**src/hdl/twm_consts.svh**
```systemverilog
// Purpose: Constants of the two-wire bus master: offsets, fields, resets, timing
// Assumes: 100 MHz system clock
// Notes:   Definitions only
`ifndef TWM_CONSTS_SVH
`define TWM_CONSTS_SVH

// ******************************
// Register offsets
// ******************************
`define TWM_OFS_CTRL 8'h00
`define TWM_OFS_ADDR 8'h04
`define TWM_OFS_TXD 8'h08
`define TWM_OFS_RXD 8'h0c
`define TWM_OFS_STAT 8'h10
`define TWM_OFS_MCODE 8'h14

// ******************************
// Field positions
// ******************************
`define TWM_B_GO 0
`define TWM_B_TEN 1
`define TWM_B_RD 2
`define TWM_B_POLL 3
`define TWM_B_HS 4
`define TWM_B_SMB 5
`define TWM_B_RATE 6
`define TWM_B_BUSY 0
`define TWM_B_ACT 1
`define TWM_B_DONE 2
`define TWM_B_NACK 3
`define TWM_B_ARB 4
`define TWM_B_TMO 5

// ******************************
// Reset values and fixed patterns
// ******************************
`define TWM_RST_ADDR 10'h000
`define TWM_RST_TXD 8'h00
`define TWM_RST_MCODE 3'h1
`define TWM_GRP_TEN 5'h1e
`define TWM_GRP_MCODE 5'h01

// ******************************
// Timing
// ******************************
`define TWM_CLK_NS 10
`define TWM_KHZ_STD 100
`define TWM_KHZ_FAST 400
`define TWM_KHZ_FMP 1000
`define TWM_KHZ_HS 3400
`define TWM_SMB_MIN_KHZ 10
`define TWM_SMB_TMO_MS 35
`define TWM_QW 9
`define TWM_TMO_W 22

`endif

```
**src/hdl/twm_pkg.sv**
```systemverilog
// Purpose: Types of the two-wire bus master
// Assumes: Nothing
// Notes:   Constants live in twm_consts.svh
package twm_pkg;

   typedef enum logic [4:0] {
      ST_IDLE = 5'h01,
      ST_START = 5'h02,
      ST_BYTE = 5'h04,
      ST_STOP = 5'h08,
      ST_LOST = 5'h10
   } twm_st_e;

   typedef enum logic [3:0] {
      SQ_MCODE = 4'h1,
      SQ_ADR1 = 4'h2,
      SQ_ADR2 = 4'h4,
      SQ_DATA = 4'h8
   } twm_sq_e;

   typedef struct packed {
      logic [1:0] rate;
      logic smb;
      logic hs;
      logic poll;
      logic rd;
      logic ten;
   } twm_ctrl_s;

   typedef struct packed {
      logic tmo;
      logic arb;
      logic nack;
      logic done;
   } twm_stat_s;

endpackage

```
**src/hdl/twm_master.sv**
```systemverilog
// Purpose: Two-wire serial bus master with register port
// Assumes: Open-drain pins resolved outside; 100 MHz sys_clk
// Notes:   One data byte per transfer; read bytes end with no-acknowledge
`timescale 1ns/1ps
`include "twm_consts.svh"
module twm_master import twm_pkg::*; #(
   parameter int TMO_CYC = `TWM_SMB_TMO_MS * 1000000 / `TWM_CLK_NS
) (
   // Clock and reset
   input wire logic sys_clk,
   input wire logic nrst,
   input wire logic ce,
   // Register port
   input wire logic [7:0] reg_addr,
   input wire logic [15:0] reg_wdata,
   input wire logic reg_wr,
   input wire logic reg_rd,
   output logic [15:0] reg_rdata,
   // Bus pins
   input wire logic scl_i,
   output logic scl_o,
   output logic scl_oe_n,
   input wire logic sda_i,
   output logic sda_o,
   output logic sda_oe_n
);
   localparam int DEN = 4 * `TWM_CLK_NS;
   localparam int Q_STD = (1000000 + DEN * `TWM_KHZ_STD - 1) / (DEN * `TWM_KHZ_STD);
   localparam int Q_FAST = (1000000 + DEN * `TWM_KHZ_FAST - 1) / (DEN * `TWM_KHZ_FAST);
   localparam int Q_FMP = (1000000 + DEN * `TWM_KHZ_FMP - 1) / (DEN * `TWM_KHZ_FMP);
   localparam int Q_HS = (1000000 + DEN * `TWM_KHZ_HS - 1) / (DEN * `TWM_KHZ_HS);

   twm_ctrl_s ctrl, next_ctrl;
   twm_stat_s stat, next_stat, ev;
   logic [9:0] addr, next_addr;
   logic [7:0] txd, next_txd, rxd, next_rxd;
   logic [2:0] mcode, next_mcode;
   logic [15:0] next_rdata;
   logic go;
   twm_st_e st, next_st;
   twm_sq_e sq, next_sq;
   logic [1:0] ph, next_ph;
   logic [3:0] bidx, next_bidx;
   logic [8:0] sh, next_sh;
   logic [`TWM_QW-1:0] qcnt, next_qcnt, qlen;
   logic [`TWM_TMO_W-1:0] lowcnt, next_lowcnt;
   logic hs_on, next_hs_on, busy, next_busy;
   logic next_scl_oe_n, next_sda_oe_n;
   logic scl_s, scl_p, sda_s, sda_p;
   logic wait_hi, tick, own_arb, start_det, stop_det, tmo_hit, ack;

   // ******************************
   // Line sampling and bus state
   // ******************************
   twm_sync u_scl (.sys_clk(sys_clk), .nrst(nrst), .ce(ce), .pin(scl_i), .lvl(scl_s),
      .prev(scl_p));
   twm_sync u_sda (.sys_clk(sys_clk), .nrst(nrst), .ce(ce), .pin(sda_i), .lvl(sda_s),
      .prev(sda_p));

   always_comb begin
      start_det = scl_s && scl_p && sda_p && !sda_s;
      stop_det = scl_s && scl_p && !sda_p && sda_s;
      next_busy = busy;
      if (start_det) begin
         next_busy = 1'h1;
      end else if (stop_det) begin
         next_busy = 1'h0;
      end
   end

   // ******************************
   // Register port
   // ******************************
   always_comb begin
      next_ctrl = ctrl;
      next_addr = addr;
      next_txd = txd;
      next_mcode = mcode;
      next_rdata = 16'h0000;
      go = 1'h0;
      next_stat = stat | ev;
      if (reg_wr) begin
         case (reg_addr)
            `TWM_OFS_CTRL: begin
               next_ctrl.ten = reg_wdata[`TWM_B_TEN];
               next_ctrl.rd = reg_wdata[`TWM_B_RD];
               next_ctrl.poll = reg_wdata[`TWM_B_POLL];
               next_ctrl.hs = reg_wdata[`TWM_B_HS];
               next_ctrl.smb = reg_wdata[`TWM_B_SMB];
               next_ctrl.rate = reg_wdata[`TWM_B_RATE +: 2];
               go = reg_wdata[`TWM_B_GO] && (st == ST_IDLE) && !busy;
            end
            `TWM_OFS_ADDR: next_addr = reg_wdata[9:0];
            `TWM_OFS_TXD: next_txd = reg_wdata[7:0];
            `TWM_OFS_MCODE: begin
               if (reg_wdata[2:0] != 3'h0) begin
                  next_mcode = reg_wdata[2:0];
               end
            end
            // Clear-on-one; a new event in the same cycle survives
            `TWM_OFS_STAT: next_stat = (stat & ~reg_wdata[`TWM_B_DONE +: 4]) | ev;
            default: ;
         endcase
      end
      if (reg_rd) begin
         case (reg_addr)
            // Fields read back where they are written; GO reads as zero
            `TWM_OFS_CTRL: next_rdata = {8'h00, ctrl, 1'h0};
            `TWM_OFS_ADDR: next_rdata = {6'h00, addr};
            `TWM_OFS_TXD: next_rdata = {8'h00, txd};
            `TWM_OFS_RXD: next_rdata = {8'h00, rxd};
            `TWM_OFS_STAT: next_rdata = {10'h000, stat, st != ST_IDLE, busy};
            `TWM_OFS_MCODE: next_rdata = {13'h0000, mcode};
            default: next_rdata = 16'h0000;
         endcase
      end
   end

   always_ff @(posedge sys_clk or negedge nrst) begin
      if (!nrst) begin
         ctrl <= '0;
         addr <= `TWM_RST_ADDR;
         txd <= `TWM_RST_TXD;
         mcode <= `TWM_RST_MCODE;
         stat <= '0;
         reg_rdata <= 16'h0000;
         busy <= 1'h0;
      end else if (ce) begin
         ctrl <= next_ctrl;
         addr <= next_addr;
         txd <= next_txd;
         mcode <= next_mcode;
         stat <= next_stat;
         reg_rdata <= next_rdata;
         busy <= next_busy;
      end
   end

   // ******************************
   // Bit and byte engine
   // ******************************
   function automatic logic [8:0] load_byte(twm_sq_e s, twm_ctrl_s c, logic [9:0] a,
      logic [7:0] d, logic [2:0] m);
      logic [8:0] b;
      b = 9'h1ff;
      case (s)
         SQ_MCODE: b = {`TWM_GRP_MCODE, m, 1'h1};
         SQ_ADR1: b = c.ten ? {`TWM_GRP_TEN, a[9:8], c.rd, 1'h1}
                            : {a[6:0], c.rd, 1'h1};
         SQ_ADR2: b = {a[7:0], 1'h1};
         SQ_DATA: b = c.rd ? 9'h1ff : {d, 1'h1};
         default: b = 9'h1ff;
      endcase
      return b;
   endfunction

   always_comb begin
      case (1'h1)
         hs_on: qlen = `TWM_QW'(Q_HS);
         ctrl.smb: qlen = `TWM_QW'(Q_STD);
         ctrl.rate == 2'h1: qlen = `TWM_QW'(Q_FAST);
         ctrl.rate == 2'h2: qlen = `TWM_QW'(Q_FMP);
         default: qlen = `TWM_QW'(Q_STD);
      endcase
   end

   // Released clock still low means a slave stretches it
   assign wait_hi = scl_oe_n && !scl_s;
   assign tick = (qcnt == '0) && !wait_hi;
   assign own_arb = (bidx < 4'h8) && (sq != SQ_DATA || !ctrl.rd) && !hs_on;
   assign tmo_hit = ctrl.smb && (st != ST_IDLE) && (lowcnt == `TWM_TMO_W'(TMO_CYC - 1));
   assign ack = !sh[0];

   always_comb begin
      next_st = st;
      next_sq = sq;
      next_ph = ph;
      next_bidx = bidx;
      next_sh = sh;
      next_rxd = rxd;
      next_hs_on = hs_on;
      next_scl_oe_n = scl_oe_n;
      next_sda_oe_n = sda_oe_n;
      next_qcnt = (qcnt != '0) ? qcnt - `TWM_QW'(1) : qcnt;
      next_lowcnt = (ctrl.smb && !scl_s && st != ST_IDLE) ? lowcnt + `TWM_TMO_W'(1) : '0;
      ev = '0;
      if (tick) begin
         next_qcnt = qlen - `TWM_QW'(1);
         next_ph = ph + 2'h1;
      end
      case (st)
         ST_IDLE: begin
            next_scl_oe_n = 1'h1;
            next_sda_oe_n = 1'h1;
            next_ph = 2'h0;
            next_qcnt = qlen;
            if (go) begin
               next_st = ST_START;
               next_hs_on = 1'h0;
               next_sq = reg_wdata[`TWM_B_HS] ? SQ_MCODE : SQ_ADR1;
            end
         end
         ST_START: begin
            if (tick) begin
               case (ph)
                  2'h0: next_scl_oe_n = 1'h1;
                  2'h1: next_sda_oe_n = 1'h0;
                  2'h2: next_scl_oe_n = 1'h0;
                  default: begin
                     next_st = ST_BYTE;
                     next_bidx = 4'h0;
                     next_sh = load_byte(sq, ctrl, addr, txd, mcode);
                  end
               endcase
            end
         end
         ST_BYTE: begin
            if (tick) begin
               case (ph)
                  2'h0: begin
                     if (bidx != 4'h9) begin
                        next_sda_oe_n = sh[8];
                     end else begin
                        next_ph = 2'h0;
                        next_bidx = 4'h0;
                        next_st = ST_STOP;
                        next_sda_oe_n = 1'h0;
                        case (sq)
                           SQ_MCODE: begin
                              next_hs_on = 1'h1;
                              next_st = ST_START;
                              next_sda_oe_n = 1'h1;
                              next_sq = SQ_ADR1;
                           end
                           SQ_ADR1, SQ_ADR2: begin
                              if (ack) begin
                                 next_st = ST_BYTE;
                                 next_sq = (sq == SQ_ADR1 && ctrl.ten) ? SQ_ADR2 : SQ_DATA;
                                 next_sh = load_byte(next_sq, ctrl, addr, txd, mcode);
                              end else if (ctrl.poll) begin
                                 next_st = ST_START;
                                 next_sda_oe_n = 1'h1;
                                 next_sq = SQ_ADR1;
                              end else begin
                                 ev.nack = 1'h1;
                              end
                           end
                           default: begin
                              if (ctrl.rd) begin
                                 next_rxd = sh[8:1];
                              end else if (!ack) begin
                                 ev.nack = 1'h1;
                              end
                           end
                        endcase
                     end
                  end
                  2'h1: next_scl_oe_n = 1'h1;
                  2'h2: begin
                     next_sh = {sh[7:0], sda_s};
                     next_bidx = bidx + 4'h1;
                     if (own_arb && sda_oe_n && !sda_s) begin
                        next_st = ST_LOST;
                        next_scl_oe_n = 1'h1;
                     end
                  end
                  default: next_scl_oe_n = 1'h0;
               endcase
            end
         end
         ST_STOP: begin
            if (tick) begin
               case (ph)
                  2'h0: next_sda_oe_n = 1'h0;
                  2'h1: next_scl_oe_n = 1'h1;
                  2'h2: next_sda_oe_n = 1'h1;
                  default: begin
                     next_st = ST_IDLE;
                     ev.done = 1'h1;
                  end
               endcase
            end
         end
         ST_LOST: begin
            next_scl_oe_n = 1'h1;
            next_sda_oe_n = 1'h1;
            if (!busy) begin
               next_st = ST_IDLE;
               ev.arb = 1'h1;
            end
         end
         default: next_st = ST_IDLE;
      endcase
      if (tmo_hit) begin
         next_st = ST_IDLE;
         next_scl_oe_n = 1'h1;
         next_sda_oe_n = 1'h1;
         ev.tmo = 1'h1;
      end
   end

   always_ff @(posedge sys_clk or negedge nrst) begin
      if (!nrst) begin
         st <= ST_IDLE;
         sq <= SQ_ADR1;
         ph <= 2'h0;
         bidx <= 4'h0;
         sh <= 9'h1ff;
         rxd <= 8'h00;
         hs_on <= 1'h0;
         qcnt <= '0;
         lowcnt <= '0;
         scl_oe_n <= 1'h1;
         sda_oe_n <= 1'h1;
         scl_o <= 1'h0;
         sda_o <= 1'h0;
      end else if (ce) begin
         st <= next_st;
         sq <= next_sq;
         ph <= next_ph;
         bidx <= next_bidx;
         sh <= next_sh;
         rxd <= next_rxd;
         hs_on <= next_hs_on;
         qcnt <= next_qcnt;
         lowcnt <= next_lowcnt;
         scl_oe_n <= next_scl_oe_n;
         sda_oe_n <= next_sda_oe_n;
         scl_o <= 1'h0;
         sda_o <= 1'h0;
      end
   end
endmodule

```
**src/hdl/twm_sync.sv**
```systemverilog
// Purpose: Two-flop synchroniser for one bus line, with a delayed copy
// Assumes: Bus line idles released (high)
// Notes:   Only the second flop and later are visible outside
`timescale 1ns/1ps
module twm_sync (
   // Clock and reset
   input wire logic sys_clk,
   input wire logic nrst,
   input wire logic ce,
   // Line
   input wire logic pin,
   output logic lvl,
   output logic prev
);
   logic meta;

   always_ff @(posedge sys_clk or negedge nrst) begin
      if (!nrst) begin
         meta <= 1'h1;
         lvl <= 1'h1;
         prev <= 1'h1;
      end else if (ce) begin
         meta <= pin;
         lvl <= meta;
         prev <= lvl;
      end
   end
endmodule

```
**config.mk**
```make
export PLATFORM = sky130hd
export DESIGN_NAME = twm_master
export DESIGN_NICKNAME = d
export VERILOG_FILES = /design/src/hdl/twm_pkg.sv /design/src/hdl/twm_master.sv /design/src/hdl/twm_sync.sv
export VERILOG_INCLUDE_DIRS = /design/src /design/src/hdl
export SDC_FILE = /design/constraint.sdc
export NUM_CORES = 1
export LEC_CHECK = 0
export ABC_AREA = 0
export BUFFER_PORTS_ARGS = -buffer_cell sky130_fd_sc_hd__buf_2
export CAP_MARGIN = 10
export CORE_MARGIN = 2
export CORE_UTILIZATION = 30
export DETAILED_ROUTE_END_ITERATION = 6
export HOLD_SLACK_MARGIN = 0.02
export PLACE_DENSITY = 0.5
export SLEW_MARGIN = 10
export SYNTH_ARGS = -nofsm -noshare
export SYNTH_HDL_FRONTEND = slang
export SYNTH_SLANG_ARGS = --single-unit
```
**constraint.sdc**
```tcl
create_clock -name sys_clk -period 5 [get_ports sys_clk]
set_clock_uncertainty 0.05 [all_clocks]
set_input_delay 0.75 -clock sys_clk [delete_from_list [all_inputs] [get_ports sys_clk]]
set_output_delay 0.75 -clock sys_clk [all_outputs]
set_load 0.02 [all_outputs]
```
==> impl_metrics.json <==
{
  "synth_edf_count": 0,
  "dieArea_mm2": 0.0232,
  "cp_max_fo": 15,
  "ys_warn_count": 0,
  "worst_pin_slew_ps": 1180,
  "diodes": 0,
  "synth_top_area_share_pct": 36.0,
  "status": "finished, final reports clean",
  "rsz0062_at_grt": "false",
  "syn_avg_cell_area_um2": 9.55,
  "fp-row-count": 54,
  "port_buffers": 36,
  "fmax_ghz": 0.310,
  "grt_max_degree": 58,
  "grt_pass1_wl_um": 30000,
  "period_share_pct": 64.5,
  "rr_worst_depth": 5,
  "reg2reg_from": "qcnt[2]",
  "grt_pass1_vias": 5279,
  "finalNetCount": 762,
  "drtIter0Drc": 389,
  "cp.required_ps": 5300,
  "tns_ps": 0,
  "die_h_um": 152,
  "clockBufferDepth": 2,
  "dp_hpwl_um": 13200,
  "swShare_pct": 29.8,
  "viasPerCell": 5.39,
  "synthCells": 692,
  "ys_async_sr_fraction_pct": 100,
  "hold_viol": 0,
  "clock_sinks": 115,
  "hp-class": "in -> async",
  "clk_pin_slew_ps": 50,
  "yosys.area.top_type": "dfrtp_1",
  "worstSetupEndpointType": "flop",
  "start_util_pct": 30.5,
  "drtAntennaViolNets": 0,
  "peakVddDrop_v": 0.000265,
  "arrival_ps": 3520,
  "comb_power_share_pct": 17.6,
  "grt_overflow": 0,
  "cts_made_buffers": 17,
  "cp-start-kind": "flop",
  "yosysSeqAreaShare_pct": 43.9,
  "slew_headroom_pct": 21.0,
  "ys_types": 80,
  "synth.area.top_cells": "dfrtp_1 36%, dfstp_2 8.0%, mux2_2 7.7%",
  "ys_ff_latch": 115,
  "cts-root-buf": "clkbuf_16",
  "power_density_mw_per_mm2": 370,
  "fillerInstances": 2201,
  "finalSetupViolCount": 0,
  "ctsHoldBuffers": 0,
  "io_pins": 51,
  "gp_congestion": 0.806,
  "internal-power_w": 0.00196,
  "drv_slew": 0,
  "drive_gt1_share_pct": 21.5,
  "finalCriticalPeriod_ps": 3230,
  "power.switching_w": 0.000834,
  "seq_power_share_pct": 40.0,
  "grtUsageTotal_pct": 16.4,
  "wl_per_cell_um": 18.3,
  "r2r-end": "sh[4]",
  "cts_tree": "built",
  "vias": 5465,
  "die_x_um": 152,
  "critical_path_class": "reg -> reg",
  "drc": 0,
  "p_leak_nw": 3.27,
  "fp.coreArea_mm2": 0.0217,
  "first_pass_iters": 5,
  "ys.flop_type": "dfrtp_1",
  "drv_cap": 0,
  "pwr-share-clk_pct": 42.4,
  "netlist_area_mm2": 0.00661,
  "r2r_slack_ps": 1770,
  "antenna_found_initial": 0,
  "totalPowerFinal_w": 0.00280,
  "syn2layout_area_growth_pct": 14.5,
  "clk_latency_ps": 420,
  "cts_resized": 0,
  "wl_um": 18500,
  "htree_num_levels": 4,
  "post-cts-setup-buffers": 0
}
==> critical path, cell delays in order (launching register included) <==
cell      delay [ps]
dfrtp_1          450
nor4_4           380
and4_1           520
nand2_1          270
a311oi_2        1040
mux2_2           420
==> per-layer routing <==
| metal | global-route usage [%] | vias up | wire (µm) |
|---|---|---|---|
| met5 | 0 | - | 0 |
| li1 | - | 2602 | - |
| met4 | 6.54 | 0 | 417 |
| met2 | 24.7 | 128 | 8520 |
| met1 | 22.9 | 2710 | 8750 |
| met3 | 3.70 | 25 | 849 |
==> power groups by stage <==
stage | registers (W) | clock network [W] | logic (W)
floorplan | 0.00109 | 0 | 0.000393
global placement | 0.00113 | 0 | 0.000494
detailed placement | 0.00113 | 0 | 0.000494
CTS | 0.00112 | 0.00120 | 0.000496
global route | 0.00113 | 0.00125 | 0.000556
finish | 0.00112 | 0.00119 | 0.000493
==> cells in the mapped netlist, types with 5 or more instances <==
cell and n:
a211o_1 5, a211oi_1 6, a21oi_1 34, a222oi_1 8
a22o_1 8, a22oi_1 18, a31oi_1 8, and3_1 13
buf_4 8, clkbuf_1 22, dfrtp_1 95, dfstp_2 20
ha_1 10, inv_1 24, mux2_2 45, mux2i_1 6
nand2_1 52, nand2b_1 6, nand3_1 28, nand4_1 9
nor2_1 77, nor2b_1 5, nor3_1 20, o21ai_0 40
o22ai_1 6, or3_1 7, xnor2_1 9, xor2_1 11
==> through the flow <==
step / std cells / instance area, µm² / setup slack [ps] / util (%) / hold slack (ps)
after floorplan: 699 / 6630 / 2580 / - / 404
after global placement: 982 / 6990 / 1760 / 32.2 / 423
after detailed placement: 982 / 6990 / 1800 / 32.2 / 433
after CTS: 1014 / 7560 / 1760 / 34.9 / 390
after global routing: 1014 / 7560 / 1560 / 34.9 / 417
final: 1014 / 7560 / 1770 / 34.9 / 353
==> registers in the layout, indices dropped and copies added, names as in the netlist, 2 cells and up <==
register / count
addr: 10
bidx: 4
ctrl: 7
lowcnt: 22
mcode: 3
ph: 2
qcnt: 9
reg_rdata: 10
rxd: 8
sh: 9
sq: 4
st: 5
stat: 4
txd: 8
==> cell families (layout without fill, tap and decap cells) <==
kind of cell | after synthesis | count (layout) | synth area share, %
simple gates | 256 | 256 | 20.2
compound gates | 175 | 175 | 17.9
flops | 115 | 115 | 43.9
buf+inv | 64 | 99 | 4.77
mux | 51 | 51 | 8.58
xor+xnor | 20 | 20 | 2.65
fa+ha+maj | 10 | 10 | 1.89
other cells | 1 | 8 | 0.0568
==> worst max path at each step <==
stage | start | to | slack [ps] | depth (start not counted)
2_1_floorplan | scl_oe_n | qcnt[6] | 2580 | 10
3_3_place_gp | reg_addr[5] | addr[1] | 1760 | 5
3_5_place_dp | qcnt[2] | sh[4] | 1800 | 5
4_1_cts | qcnt[2] | sh[4] | 1760 | 5
5_1_grt | qcnt[2] | sh[2] | 1560 | 6
6_report | qcnt[2] | sh[4] | 1770 | 5
==> cell usage in the layout, fill, tap and decap left out, types with 5 or more instances in the layout <==
cell type / instances
a211o_1: 5
a211oi_1: 6
a21oi_1: 34
a222oi_1: 8
a22o_1: 8
a22oi_1: 18
a31oi_1: 8
and3_1: 13
buf_2: 35
buf_4: 7
clkbuf_16: 17
clkinv_2: 5
conb_1: 8
dfrtp_1: 95
dfstp_2: 20
ha_1: 10
inv_1: 24
mux2_2: 45
mux2i_1: 6
nand2_1: 52
nand2b_1: 6
nand3_1: 28
nand4_1: 9
nor2_1: 77
nor2b_1: 5
nor3_1: 20
o21ai_0: 40
o22ai_1: 6
or3_1: 7
xnor2_1: 9
xor2_1: 11
==> final cells by class <==
| type | instances | area [µm²] | area share, % |
|---|---|---|---|
| Clock buffer | 22 | 464 | 6.14 |
| Sequential cell | 115 | 2900 | 38.4 |
| Clock inverter | 10 | 109 | 1.44 |
| Timing Repair Buffer | 42 | 228 | 3.01 |
| Inverter | 25 | 93.8 | 1.24 |
| Multi-Input combinational cell | 520 | 3410 | 45.2 |
| Tap cell | 280 | 350 | 4.63 |
Power figures use the tool's default switching activity.
